<file path="src/hdl/lpms_pkg.sv">
// Shared constants and types for the low-power mode sequencer
package lpms_pkg;
    // Stop-control register layout
    localparam int TAG_LSB       = 0;
    localparam int TAG_W         = 8;
    localparam int KEY_LSB       = 8;
    localparam int KEY_W         = 8;
    localparam int POL_BIT       = 16;
    localparam int HOLD_BIT      = 17;
    localparam int STOP_BIT      = 31;
    localparam logic [7:0]  STOP_KEY        = 8'h3A;
    localparam logic [31:0] STOP_CTRL_RESET = 32'h0000_0000;
    localparam logic [31:0] STOP_CTRL_MASK  = 32'h8003_FFFF;

    // Register command codes on the firmware port
    localparam logic [1:0] REG_NONE   = 2'h0;
    localparam logic [1:0] REG_STOP   = 2'h1;
    localparam logic [1:0] REG_POWER  = 2'h2;
    localparam logic [1:0] REG_CPUSYS = 2'h3;

    // Power control / cpu system control bit positions
    localparam int LOWEST_RET_BIT  = 0;
    localparam int DEEP_SLEEP_BIT  = 0;
    localparam int AFTER_ISR_BIT   = 1;

    typedef enum logic [2:0] {
        LPMS_ACTIVE,
        LPMS_SLEEP,
        LPMS_DEEP_SLEEP,
        LPMS_HIBERNATE,
        LPMS_STOP
    } lpms_mode_type;
endpackage

</file>
<file path="src/hdl/lpms_if.sv">
// Link between the sequencer and the core/firmware side
`timescale 1ns/1ps
`default_nettype none
interface lpms_if;
    logic        wait_instruction;
    logic        isr_active;
    logic        irq_pending;
    logic [1:0]  reg_sel;
    logic        reg_wr;
    logic [31:0] reg_wdata;
    logic [31:0] stop_control_rd;
    logic [31:0] power_control_rd;
    logic [2:0]  mode;
    logic        core_reset;
    logic        core_run;

    modport seq (
        input  wait_instruction, isr_active, irq_pending,
               reg_sel, reg_wr, reg_wdata,
        output stop_control_rd, power_control_rd, mode,
               core_reset, core_run
    );
    modport core (
        output wait_instruction, isr_active, irq_pending,
               reg_sel, reg_wr, reg_wdata,
        input  stop_control_rd, power_control_rd, mode,
               core_reset, core_run
    );
endinterface
`default_nettype wire

</file>
<file path="src/hdl/lpms_seq.sv">
// Device end: power-mode sequencer with retained stop-control register
//
// How it works
// - Wait with deep-sleep clear enters Sleep
// - Deep-sleep set, lowest-retention clear: Deep-Sleep
// - Both flags set enters Hibernate
// - Regulators not ready: Sleep first, then deeper
// - After-isr flag defers entry until ISR returns
// - Hibernate keeps SRAM, stops clocks, drops state
// - Hibernate exits by pin/comparator as reset
// - Reset wakeup tristates pins unless hold set
// - External reset clears whole stop-control register
// - Stop exits only by reset or wake pin
// - Eight-bit wakeup tag survives Stop wake
// - Stop request ignored unless key is 0x3A
// - Wake when pin level equals polarity bit
// - Hold bit freezes every GPIO state
// - Stop removes logic power, keeps I/O, register
// - Stop exit clears stop bit, raises power-on reset
// - Firmware writes tag, key, polarity, hold, stop
// - Firmware reads tag, restores I/O, releases hold
// - Sleep/Deep-Sleep wake on interrupt or reset
// - Firmware sets oscillator to 12 MHz first
// - Hibernate I/O toggle rate kept low
`timescale 1ns/1ps
`default_nettype none
module lpms_seq (
    input  wire logic ref_clk_i,
    input  wire logic rst_i,
    lpms_if.seq       link,
    input  wire logic external_reset_pin_i,
    input  wire logic wake_pin_i,
    input  wire logic pin_irq_i,
    input  wire logic comparator_evt_i,
    input  wire logic regulators_ready_flag_i,
    output logic      io_hold_o,
    output logic      io_tristate_o,
    output logic      sram_retain_o,
    output logic      clocks_run_o,
    output logic      logic_power_o,
    output logic      por_o
);
    typedef struct packed {
        logic [2:0]  external_reset_pin_sync;
        logic [2:0]  wake_sync;
        logic [2:0]  pirq_sync;
        logic [2:0]  cmp_sync;
        logic [2:0]  rdy_sync;
        logic        external_reset_pin_q;
        logic        wake_q;
        logic        pirq_q;
        logic        cmp_q;
        logic        rdy_q;
        logic [31:0] stop_ctrl;
        logic        lowest_ret;
        logic        deep_sel;
        logic        after_isr;
        logic        pend;
        lpms_pkg::lpms_mode_type mode;
        logic        target_deep;
        logic        core_reset;
        logic        tristate;
        logic        por;
        logic        sram_on;
        logic        clk_on;
        logic        lv_on;
    } lpms_state_type;

    lpms_state_type state_reg;
    lpms_state_type state_next;

    // Debounced view: change counts once stages two and three agree
    function automatic logic agreed(input logic [2:0] s, input logic old);
        agreed = (s[1] == s[2]) ? s[2] : old;
    endfunction

    // Hibernate and Stop both cut clocks and low-voltage supply
    function automatic logic cut_off(input lpms_pkg::lpms_mode_type md);
        cut_off = (md == lpms_pkg::LPMS_HIBERNATE)
               || (md == lpms_pkg::LPMS_STOP);
    endfunction

    always_comb begin
        state_next = state_reg;
        state_next.external_reset_pin_sync = {state_reg.external_reset_pin_sync[1:0], external_reset_pin_i};
        state_next.wake_sync = {state_reg.wake_sync[1:0], wake_pin_i};
        state_next.pirq_sync = {state_reg.pirq_sync[1:0], pin_irq_i};
        state_next.cmp_sync  = {state_reg.cmp_sync[1:0], comparator_evt_i};
        state_next.rdy_sync  =
            {state_reg.rdy_sync[1:0], regulators_ready_flag_i};
        state_next.external_reset_pin_q = agreed(state_reg.external_reset_pin_sync, state_reg.external_reset_pin_q);
        state_next.wake_q = agreed(state_reg.wake_sync, state_reg.wake_q);
        state_next.pirq_q = agreed(state_reg.pirq_sync, state_reg.pirq_q);
        state_next.cmp_q  = agreed(state_reg.cmp_sync, state_reg.cmp_q);
        state_next.rdy_q  = agreed(state_reg.rdy_sync, state_reg.rdy_q);
        state_next.core_reset = 1'b0;
        state_next.por        = 1'b0;

        // Register writes are taken only while the core runs
        if (link.reg_wr && state_reg.mode == lpms_pkg::LPMS_ACTIVE) begin
            if (link.reg_sel == lpms_pkg::REG_STOP) begin
                state_next.stop_ctrl =
                    link.reg_wdata & lpms_pkg::STOP_CTRL_MASK;
                // Key checked against the value already held
                if (state_reg.stop_ctrl[lpms_pkg::KEY_LSB +: lpms_pkg::KEY_W]
                        != lpms_pkg::STOP_KEY) begin
                    state_next.stop_ctrl[lpms_pkg::STOP_BIT] = 1'b0;
                end
            end else if (link.reg_sel == lpms_pkg::REG_POWER) begin
                state_next.lowest_ret =
                    link.reg_wdata[lpms_pkg::LOWEST_RET_BIT];
            end else if (link.reg_sel == lpms_pkg::REG_CPUSYS) begin
                state_next.deep_sel = link.reg_wdata[lpms_pkg::DEEP_SLEEP_BIT];
                state_next.after_isr = link.reg_wdata[lpms_pkg::AFTER_ISR_BIT];
            end
        end

        case (state_reg.mode)
            lpms_pkg::LPMS_ACTIVE: begin
                if (state_reg.stop_ctrl[lpms_pkg::STOP_BIT]) begin
                    state_next.mode = lpms_pkg::LPMS_STOP;
                end else if (link.wait_instruction || state_reg.pend) begin
                    // Deferred entry waits for the last handler to return
                    if (state_reg.after_isr && link.isr_active) begin
                        state_next.pend = 1'b1;
                    end else begin
                        state_next.pend = 1'b0;
                        state_next.target_deep = state_reg.deep_sel;
                        if (!state_reg.deep_sel) begin
                            state_next.mode = lpms_pkg::LPMS_SLEEP;
                        end else if (!state_reg.rdy_q) begin
                            state_next.mode = lpms_pkg::LPMS_SLEEP;
                        end else if (state_reg.lowest_ret) begin
                            state_next.mode = lpms_pkg::LPMS_HIBERNATE;
                        end else begin
                            state_next.mode = lpms_pkg::LPMS_DEEP_SLEEP;
                        end
                    end
                end
            end
            lpms_pkg::LPMS_SLEEP, lpms_pkg::LPMS_DEEP_SLEEP: begin
                if (link.irq_pending) begin
                    state_next.mode = lpms_pkg::LPMS_ACTIVE;
                    state_next.target_deep = 1'b0;
                end else if (state_reg.mode == lpms_pkg::LPMS_SLEEP
                        && state_reg.target_deep && state_reg.rdy_q) begin
                    state_next.mode = state_reg.lowest_ret
                        ? lpms_pkg::LPMS_HIBERNATE
                        : lpms_pkg::LPMS_DEEP_SLEEP;
                end
            end
            lpms_pkg::LPMS_HIBERNATE: begin
                if (state_reg.pirq_q || state_reg.cmp_q) begin
                    state_next.mode = lpms_pkg::LPMS_ACTIVE;
                    state_next.core_reset = 1'b1;
                    state_next.target_deep = 1'b0;
                    state_next.tristate =
                        !state_reg.stop_ctrl[lpms_pkg::HOLD_BIT];
                end
            end
            lpms_pkg::LPMS_STOP: begin
                if (state_reg.wake_q == state_reg.stop_ctrl[lpms_pkg::POL_BIT])
                begin
                    state_next.mode = lpms_pkg::LPMS_ACTIVE;
                    state_next.stop_ctrl[lpms_pkg::STOP_BIT] = 1'b0;
                    state_next.por = 1'b1;
                    state_next.core_reset = 1'b1;
                    state_next.tristate =
                        !state_reg.stop_ctrl[lpms_pkg::HOLD_BIT];
                end
            end
            default: state_next.mode = lpms_pkg::LPMS_ACTIVE;
        endcase

        // Pin reset wins over everything, from any mode
        if (state_reg.external_reset_pin_q) begin
            state_next.stop_ctrl   = lpms_pkg::STOP_CTRL_RESET;
            state_next.mode        = lpms_pkg::LPMS_ACTIVE;
            state_next.pend        = 1'b0;
            state_next.target_deep = 1'b0;
            state_next.lowest_ret  = 1'b0;
            state_next.deep_sel    = 1'b0;
            state_next.after_isr   = 1'b0;
            state_next.core_reset  = 1'b1;
            state_next.por         = 1'b1;
            state_next.tristate    = 1'b1;
        end else if (state_next.tristate && !state_reg.core_reset
                && link.reg_wr) begin
            // First firmware write after wakeup reconfigures the pins
            state_next.tristate = 1'b0;
        end

        // Registered so the supply switches never see decode glitches
        state_next.sram_on = (state_next.mode != lpms_pkg::LPMS_STOP);
        state_next.clk_on  = !cut_off(state_next.mode);
        state_next.lv_on   = !cut_off(state_next.mode);
    end

    always_ff @(posedge ref_clk_i) begin
        if (rst_i) begin
            state_reg <= '0;
            state_reg.stop_ctrl <= lpms_pkg::STOP_CTRL_RESET;
            state_reg.mode <= lpms_pkg::LPMS_ACTIVE;
            state_reg.sram_on <= 1'b1;
            state_reg.clk_on <= 1'b1;
            state_reg.lv_on <= 1'b1;
        end else begin
            state_reg <= state_next;
        end
    end

    lpms_pkg::lpms_mode_type m;
    assign m = state_reg.mode;
    assign link.stop_control_rd  = state_reg.stop_ctrl;
    assign link.power_control_rd = {30'h0000_0000, state_reg.rdy_q,
                                    state_reg.lowest_ret};
    assign link.mode             = m;
    assign link.core_reset       = state_reg.core_reset;
    assign link.core_run         = (m == lpms_pkg::LPMS_ACTIVE);
    assign io_hold_o     = state_reg.stop_ctrl[lpms_pkg::HOLD_BIT];
    assign io_tristate_o = state_reg.tristate;
    assign sram_retain_o = state_reg.sram_on;
    assign clocks_run_o  = state_reg.clk_on;
    assign logic_power_o = state_reg.lv_on;
    assign por_o         = state_reg.por;
endmodule
`default_nettype wire

</file>
<file path="src/flat_wrapper.sv">
// flat-port wrapper written by rule: the top's interface ports become plain ports
module lpms_seq_flat 
  (ref_clk_i, rst_i, external_reset_pin_i, wake_pin_i, pin_irq_i, comparator_evt_i, regulators_ready_flag_i, io_hold_o, io_tristate_o, sram_retain_o, clocks_run_o, logic_power_o, por_o, link_wait_instruction, link_isr_active, link_irq_pending, link_reg_sel, link_reg_wr, link_reg_wdata, link_stop_control_rd, link_power_control_rd, link_mode, link_core_reset, link_core_run);
  lpms_if link_i ();
  input  wire logic ref_clk_i;
  input  wire logic rst_i;
  input  wire logic external_reset_pin_i;
  input  wire logic wake_pin_i;
  input  wire logic pin_irq_i;
  input  wire logic comparator_evt_i;
  input  wire logic regulators_ready_flag_i;
  output logic io_hold_o;
  output logic io_tristate_o;
  output logic sram_retain_o;
  output logic clocks_run_o;
  output logic logic_power_o;
  output logic por_o;
  input wire logic [$bits(link_i.wait_instruction)-1:0] link_wait_instruction;
  input wire logic [$bits(link_i.isr_active)-1:0] link_isr_active;
  input wire logic [$bits(link_i.irq_pending)-1:0] link_irq_pending;
  input wire logic [$bits(link_i.reg_sel)-1:0] link_reg_sel;
  input wire logic [$bits(link_i.reg_wr)-1:0] link_reg_wr;
  input wire logic [$bits(link_i.reg_wdata)-1:0] link_reg_wdata;
  output wire logic [$bits(link_i.stop_control_rd)-1:0] link_stop_control_rd;
  output wire logic [$bits(link_i.power_control_rd)-1:0] link_power_control_rd;
  output wire logic [$bits(link_i.mode)-1:0] link_mode;
  output wire logic [$bits(link_i.core_reset)-1:0] link_core_reset;
  output wire logic [$bits(link_i.core_run)-1:0] link_core_run;
  assign link_i.wait_instruction = link_wait_instruction;
  assign link_i.isr_active = link_isr_active;
  assign link_i.irq_pending = link_irq_pending;
  assign link_i.reg_sel = link_reg_sel;
  assign link_i.reg_wr = link_reg_wr;
  assign link_i.reg_wdata = link_reg_wdata;
  assign link_stop_control_rd = link_i.stop_control_rd;
  assign link_power_control_rd = link_i.power_control_rd;
  assign link_mode = link_i.mode;
  assign link_core_reset = link_i.core_reset;
  assign link_core_run = link_i.core_run;
  lpms_seq u_core (.ref_clk_i(ref_clk_i), .rst_i(rst_i), .link(link_i), .external_reset_pin_i(external_reset_pin_i), .wake_pin_i(wake_pin_i), .pin_irq_i(pin_irq_i), .comparator_evt_i(comparator_evt_i), .regulators_ready_flag_i(regulators_ready_flag_i), .io_hold_o(io_hold_o), .io_tristate_o(io_tristate_o), .sram_retain_o(sram_retain_o), .clocks_run_o(clocks_run_o), .logic_power_o(logic_power_o), .por_o(por_o));
endmodule
</file>
<file path="config.mk">
export PLATFORM = sky130hd
export DESIGN_NAME = lpms_seq_flat
export DESIGN_NICKNAME = d
export VERILOG_FILES = /design/src/hdl/lpms_pkg.sv /design/src/hdl/lpms_if.sv /design/src/hdl/lpms_seq.sv /design/src/flat_wrapper.sv
export SDC_FILE = /design/constraint.sdc
export NUM_CORES = 1
export LEC_CHECK = 0
export BUFFER_PORTS_ARGS = -buffer_cell sky130_fd_sc_hd__clkbuf_2
export CORE_ASPECT_RATIO = 1.4
export CORE_MARGIN = 5
export CORE_UTILIZATION = 45
export DETAILED_ROUTE_END_ITERATION = 10
export PLACE_DENSITY = 0.78
export SLEW_MARGIN = 20
export SYNTH_ARGS = -nofsm -noshare
export SYNTH_HDL_FRONTEND = slang
export SYNTH_SLANG_ARGS = --single-unit
</file>
<file path="constraint.sdc">
create_clock -name ref_clk_i -period 1.9 [get_ports ref_clk_i]
set_input_delay 0.38 -clock ref_clk_i [delete_from_list [all_inputs] [get_ports ref_clk_i]]
set_output_delay 0.38 -clock ref_clk_i [all_outputs]
set_load 0.05 [all_outputs]
</file>
### Yosys cells after proc, flatten, opt, wreduce, memory -nomap -nowiden

Cells that the tools add are included.

| storage, ports and cells | value |
|---|---|
| register bits | 52 |
| latch bits | 0 |
| bits in writable memories | 0 |
| memory bits (read-only) | 0 |
| input bits | 45 |
| output and inout port bits | 75 |
| word-level logic and storage cells | 100 |
| memories kept | 0 |

| operators by class | value |
|---|---|
| $add $sub $neg | 0 |
| multiply operators | 0 |
| divide/modulo/power cells | 0 |
| $lt $le $gt $ge | 0 |
| eq/ne operators | 22 |
| shift-type cells | 0 |
| muxes and demuxes | 31 |
| bitwise logic cells | 3 |
| reductions and logical operators | 21 |

Operator list:

| operator | number |
|---|---|
| 35-bit 2-to-1 mux | 1 |
| 32-bit 2-to-1 mux | 1 |
| 3-bit 2-to-1 mux | 8 |
| 1-bit 2-to-1 mux | 12 |
| 3-bit one-hot mux with 4 select lines | 1 |
| 5-bit 2-to-1 mux | 2 |
| 3-bit by 2-bit == test with 1-bit output (second input constant) | 3 |
| 8-bit by 6-bit != test with 1-bit output (second input constant) | 1 |
| 1-bit == test | 6 |
| 3-bit == test (second input constant) | 2 |
| 1-bit logical AND | 6 |
| 6-bit 2-to-1 mux | 1 |
| 2-bit != test (second input constant) | 3 |
| 3-bit AND reduction | 2 |
| 6-bit AND reduction | 1 |
| 2-bit == test (second input constant) | 2 |
| 2-bit 2-to-1 mux | 2 |
| 4-bit 2-to-1 mux | 1 |
| 2-bit by 1-bit != test with 1-bit output (second input constant) | 2 |
| 2-bit one-hot mux with 2 select lines | 1 |
| 4-bit AND reduction | 1 |
| 2-bit OR reduction | 2 |
| 3-bit by 1-bit == test with 1-bit output (second input constant) | 1 |
| 1-bit logical NOT | 3 |
| 8 further kinds | 12 |

### Logic depth before layout (Yosys ltp)

| depth | value |
|---|---|
| word-level depth | 11 |
| mapped depth | 7 |
| depth with buffers taken out | 5 |

### Worst setup path after synthesis

Ideal clock, no wire load.

| timing path | value |
|---|---|
| kind | flip-flop to flip-flop |
| from | reg u_core.link.mode[0] (netlist name) |
| to | reg u_core.state_reg (netlist bit u_core.link.stop_control_rd[0]) |
| setup time | 0.132 ns |
| data arrival time | 1.602 ns |
| required time | 1.768 ns |
| setup slack | 0.166 ns |
| cell stages (with the launch flop) | 7 |
| buffers on the path | 2 |
| period minus slack after synthesis | 1.734 ns |
| cell sequence | dfxtp_1 buf_6 nor3_4 nand3_2 clkbuf_1 nand2_1 a21oi_2 |

| on the way | value |
|---|---|
| word-level cells in the longest chain between the ends | 3 |

Ends and longest elaborated chain:

| item | RTL line | RTL |
|---|---|---|
| 3-bit logical NOT | -- |  |
| net link_core_run | flat_wrapper.sv:28 | `output wire logic [$bits(link_i.core_run)-1:0] link_core_run;` |
| 1-bit logical AND | lpms_seq.sv:100 | `if (link.reg_wr && state_reg.mode == lpms_pkg::LPMS_ACTIVE) begin` |
| 2-bit AND reduction (no line) | -- |  |
| end signal, assigned | lpms_seq.sv:208 | `state_reg <= state_next;` |
| end, declared | lpms_seq.sv:69 | `lpms_state_type state_reg;` |

The timed path passes the listed nets, and every way through them passes these cells.
A chain may end at the register's enable or synchronous reset.

### Worst setup path in the final report

| timing path | value |
|---|---|
| from | reg u_core.link.mode[1] (netlist name) |
| to | out link_core_run |

| on the way | value |
|---|---|
| word-level cells in the longest chain between the ends | 1 |

Ends and longest elaborated chain:

| item | RTL line | RTL |
|---|---|---|
| 3-bit logical NOT | lpms_seq.sv:219 | `assign link.core_run = (m == lpms_pkg::LPMS_ACTIVE);` |
| end, declared | flat_wrapper.sv:28 |  |

No other way between the ends.

==> metrics.txt <==
status=finished, final reports clean; Yosys top cell by area=dfxtp_1; Yosys reg bits=52; Fillers=529; Clock Skew=~5.7 ps; Synth top cells by count=buf_4 (68), dfxtp_1 (52), nand2_1 (45); post-synthesis sequential area ratio=between 40% and 50%; Area growth syn-to-layout=4.57%; period utilization=between 90% and 100%; startpoint types=flip-flop; Max IR drop VDD=0.000443 V; H-tree levels=2; CP Cell Sequence=nor3_4 -> clkbuf_2; Slowest cell on crit path=dfxtp_1; Die X=between 70 and 80 um; CTS tree=built; CP max FO=11; overall routing resource usage=roughly 12%; clock sinks=52; clk buf depth=2; Resized cells post-CTS=0; share of post-route cells with drive strength above 1=25.9%; CORE AREA=0.00549 mm2; Clock Pin Slew Worst Setup and Hold Paths=about 90 ps; syn_area_per_cell=8.82 um2; Starting DRT DRC Count=77; first-pass GRT wire length=about 7200 um; critical path type=flip-flop to primary output; Arrival @ worst endpoint=around 1400 ps; warning count from the yosys run=0; Setup Total Neg Slack=0 ps; fin area=approximately 0.0026 mm2; vias in the first global route=1616; reg2reg path depth=4; Post-synth EDFFs=0; final setup violation count=0; minimum clock period=1760 ps; Worst Hold Depth=2; DR vias/cell=~4.5; synth top area cells=dfxtp_1 (41%), buf_4 (20%), nand2_1 (6.7%), a21oi_1 (5.6%), nor2b_1 (4.2%); total gr overflow=0; Rows=32; HP Class=input pin to flip-flop; largest net degree at the start of global routing=26; TritonCTS Buffers=5; crit end category=primary output; Synth Instances=about 290; worst-margin pin slew=494 ps; final WL=4620 um; Max Clock Freq=between 500 and 600 MHz; max FFs per register=19; residual DRC count=0; DR pass1 iterations=4; WP data required=1520 ps; Starting Density=a little under half; # IOs=120; share of the synthesized area in the top cell type=41.3%; DR WL/cell=between 10 and 15 um; Post-Synthesis Cell Area=between 0.002 and 0.003 mm2; HPWL after DPL=3570 um; Port Buf Inserts=63; initial antenna violation count=0; Yosys cell types=between 40 and 50; Post-Place Cell Area=about 0.0025 mm2; n_diodes=0; relative slew slack=66.8%; max-cap violations=0; crit-path max cell delay=around 450 ps; global placement routability congestion=0.765; ratio of total power to cell area=871 mW/mm2; Clk Latency, worst-skew pair=between 200 and 300 ps; antenna viol nets, final=0; most common cell in the netlist=buf_4; Hold Violations, Final=0; Die ar.=between 0.007 and 0.008 mm2; nets=about 370; Async S/R FF share, synth=0%; Pleak=about 1.2 nW; ys flop type=dfxtp_1; final max-slew violation count=0; Via Count=roughly 1800; Die Y=a little under 100 um; RSZ-0062 raised after global routing=false; CTS root buffer=clkbuf_8; postcts setup bufs=0; hold buffer count at cts=0
logic make-up after synthesis:
| group | share of synthesized area [%] |
|---|---|
| DFF | 41.3 |
| AOI/OAI and AO/OA | 11.7 |
| muxes | 1.19 |
| xor gates and xnor gates | 0.695 |
| adders and majority gates | 1.49 |
| and+or+nand+nor | 19.4 |
| buffers and inverters | 24.1 |
| other | 0.149 |
path summary, 6_finish.rpt:
check        slack, ps                    end             startpoint
min                290  u_core.state_next[55]       comparator_evt_i
min reg2reg        440  u_core.state_next[59]  u_core.state_next[58]
max reg2reg        290   u_core.io_tristate_o    u_core.link.mode[0]
max                140          link_core_run    u_core.link.mode[1]
final cells by class:
type	instances	area, um2	area share [%]
inverters	6	22.5	0.854
flip-flops and latches	52	1040	39.5
well taps	68	85.1	3.23
clock buffers	5	68.8	2.61
clock inverters	3	42.5	1.61
repair buffers	67	345	13.1
multi-input cells	191	1030	39.1
cell usage in the layout (no fill, tap or decap), drive strengths merged, types with 6 or more instances in the layout:
master,n
nor2,6
o21ai,6
clkbuf,68
conb,43
dfxtp,52
nor2b,17
a21oi,30
nand2,45
inv,6
through the flow:
| stage | hold slack, ps | instances | setup slack (ps) | utilization, % | power (mW) |
|---|---|---|---|---|---|
| 3_3_place_gp | 416 | 384 | 357 | 46.0 | 1.58 |
| 6_report | 287 | 392 | 141 | 48.1 | 2.30 |
| 5_1_grt | 284 | 392 | 45.4 | 48.1 | 2.41 |
| 2_1_floorplan | 414 | 328 | 166 | - | 1.61 |
| 4_1_cts | 279 | 392 | 114 | 48.1 | 2.33 |
| 3_5_place_dp | 424 | 384 | 321 | 46.0 | 1.59 |
power by group:
group | switching, mW | internal, mW | total (mW)
registers | 0.0225 | 1.12 | 1.14
logic | 0.338 | 0.0849 | 0.423
clock network | 0.343 | 0.390 | 0.732
total | 0.703 | 1.59 | 2.30
metal layers:
metal,wire (um),global-route usage (%),up-vias
met1,1790,14.5,789
met5,0,0,-
met4,27,3.41,0
li1,-,-,903
met2,2320,21.6,77
met3,490,3.88,2
worst max-delay path, delay by kind of cell, from the launching register on:
family                 cells  cell delay (ps)
flip-flops                 1              450
AND/OR/NAND/NOR            1              300
buffers and inverters      1              330
Note: power is estimated with default switching activity, not from simulation.
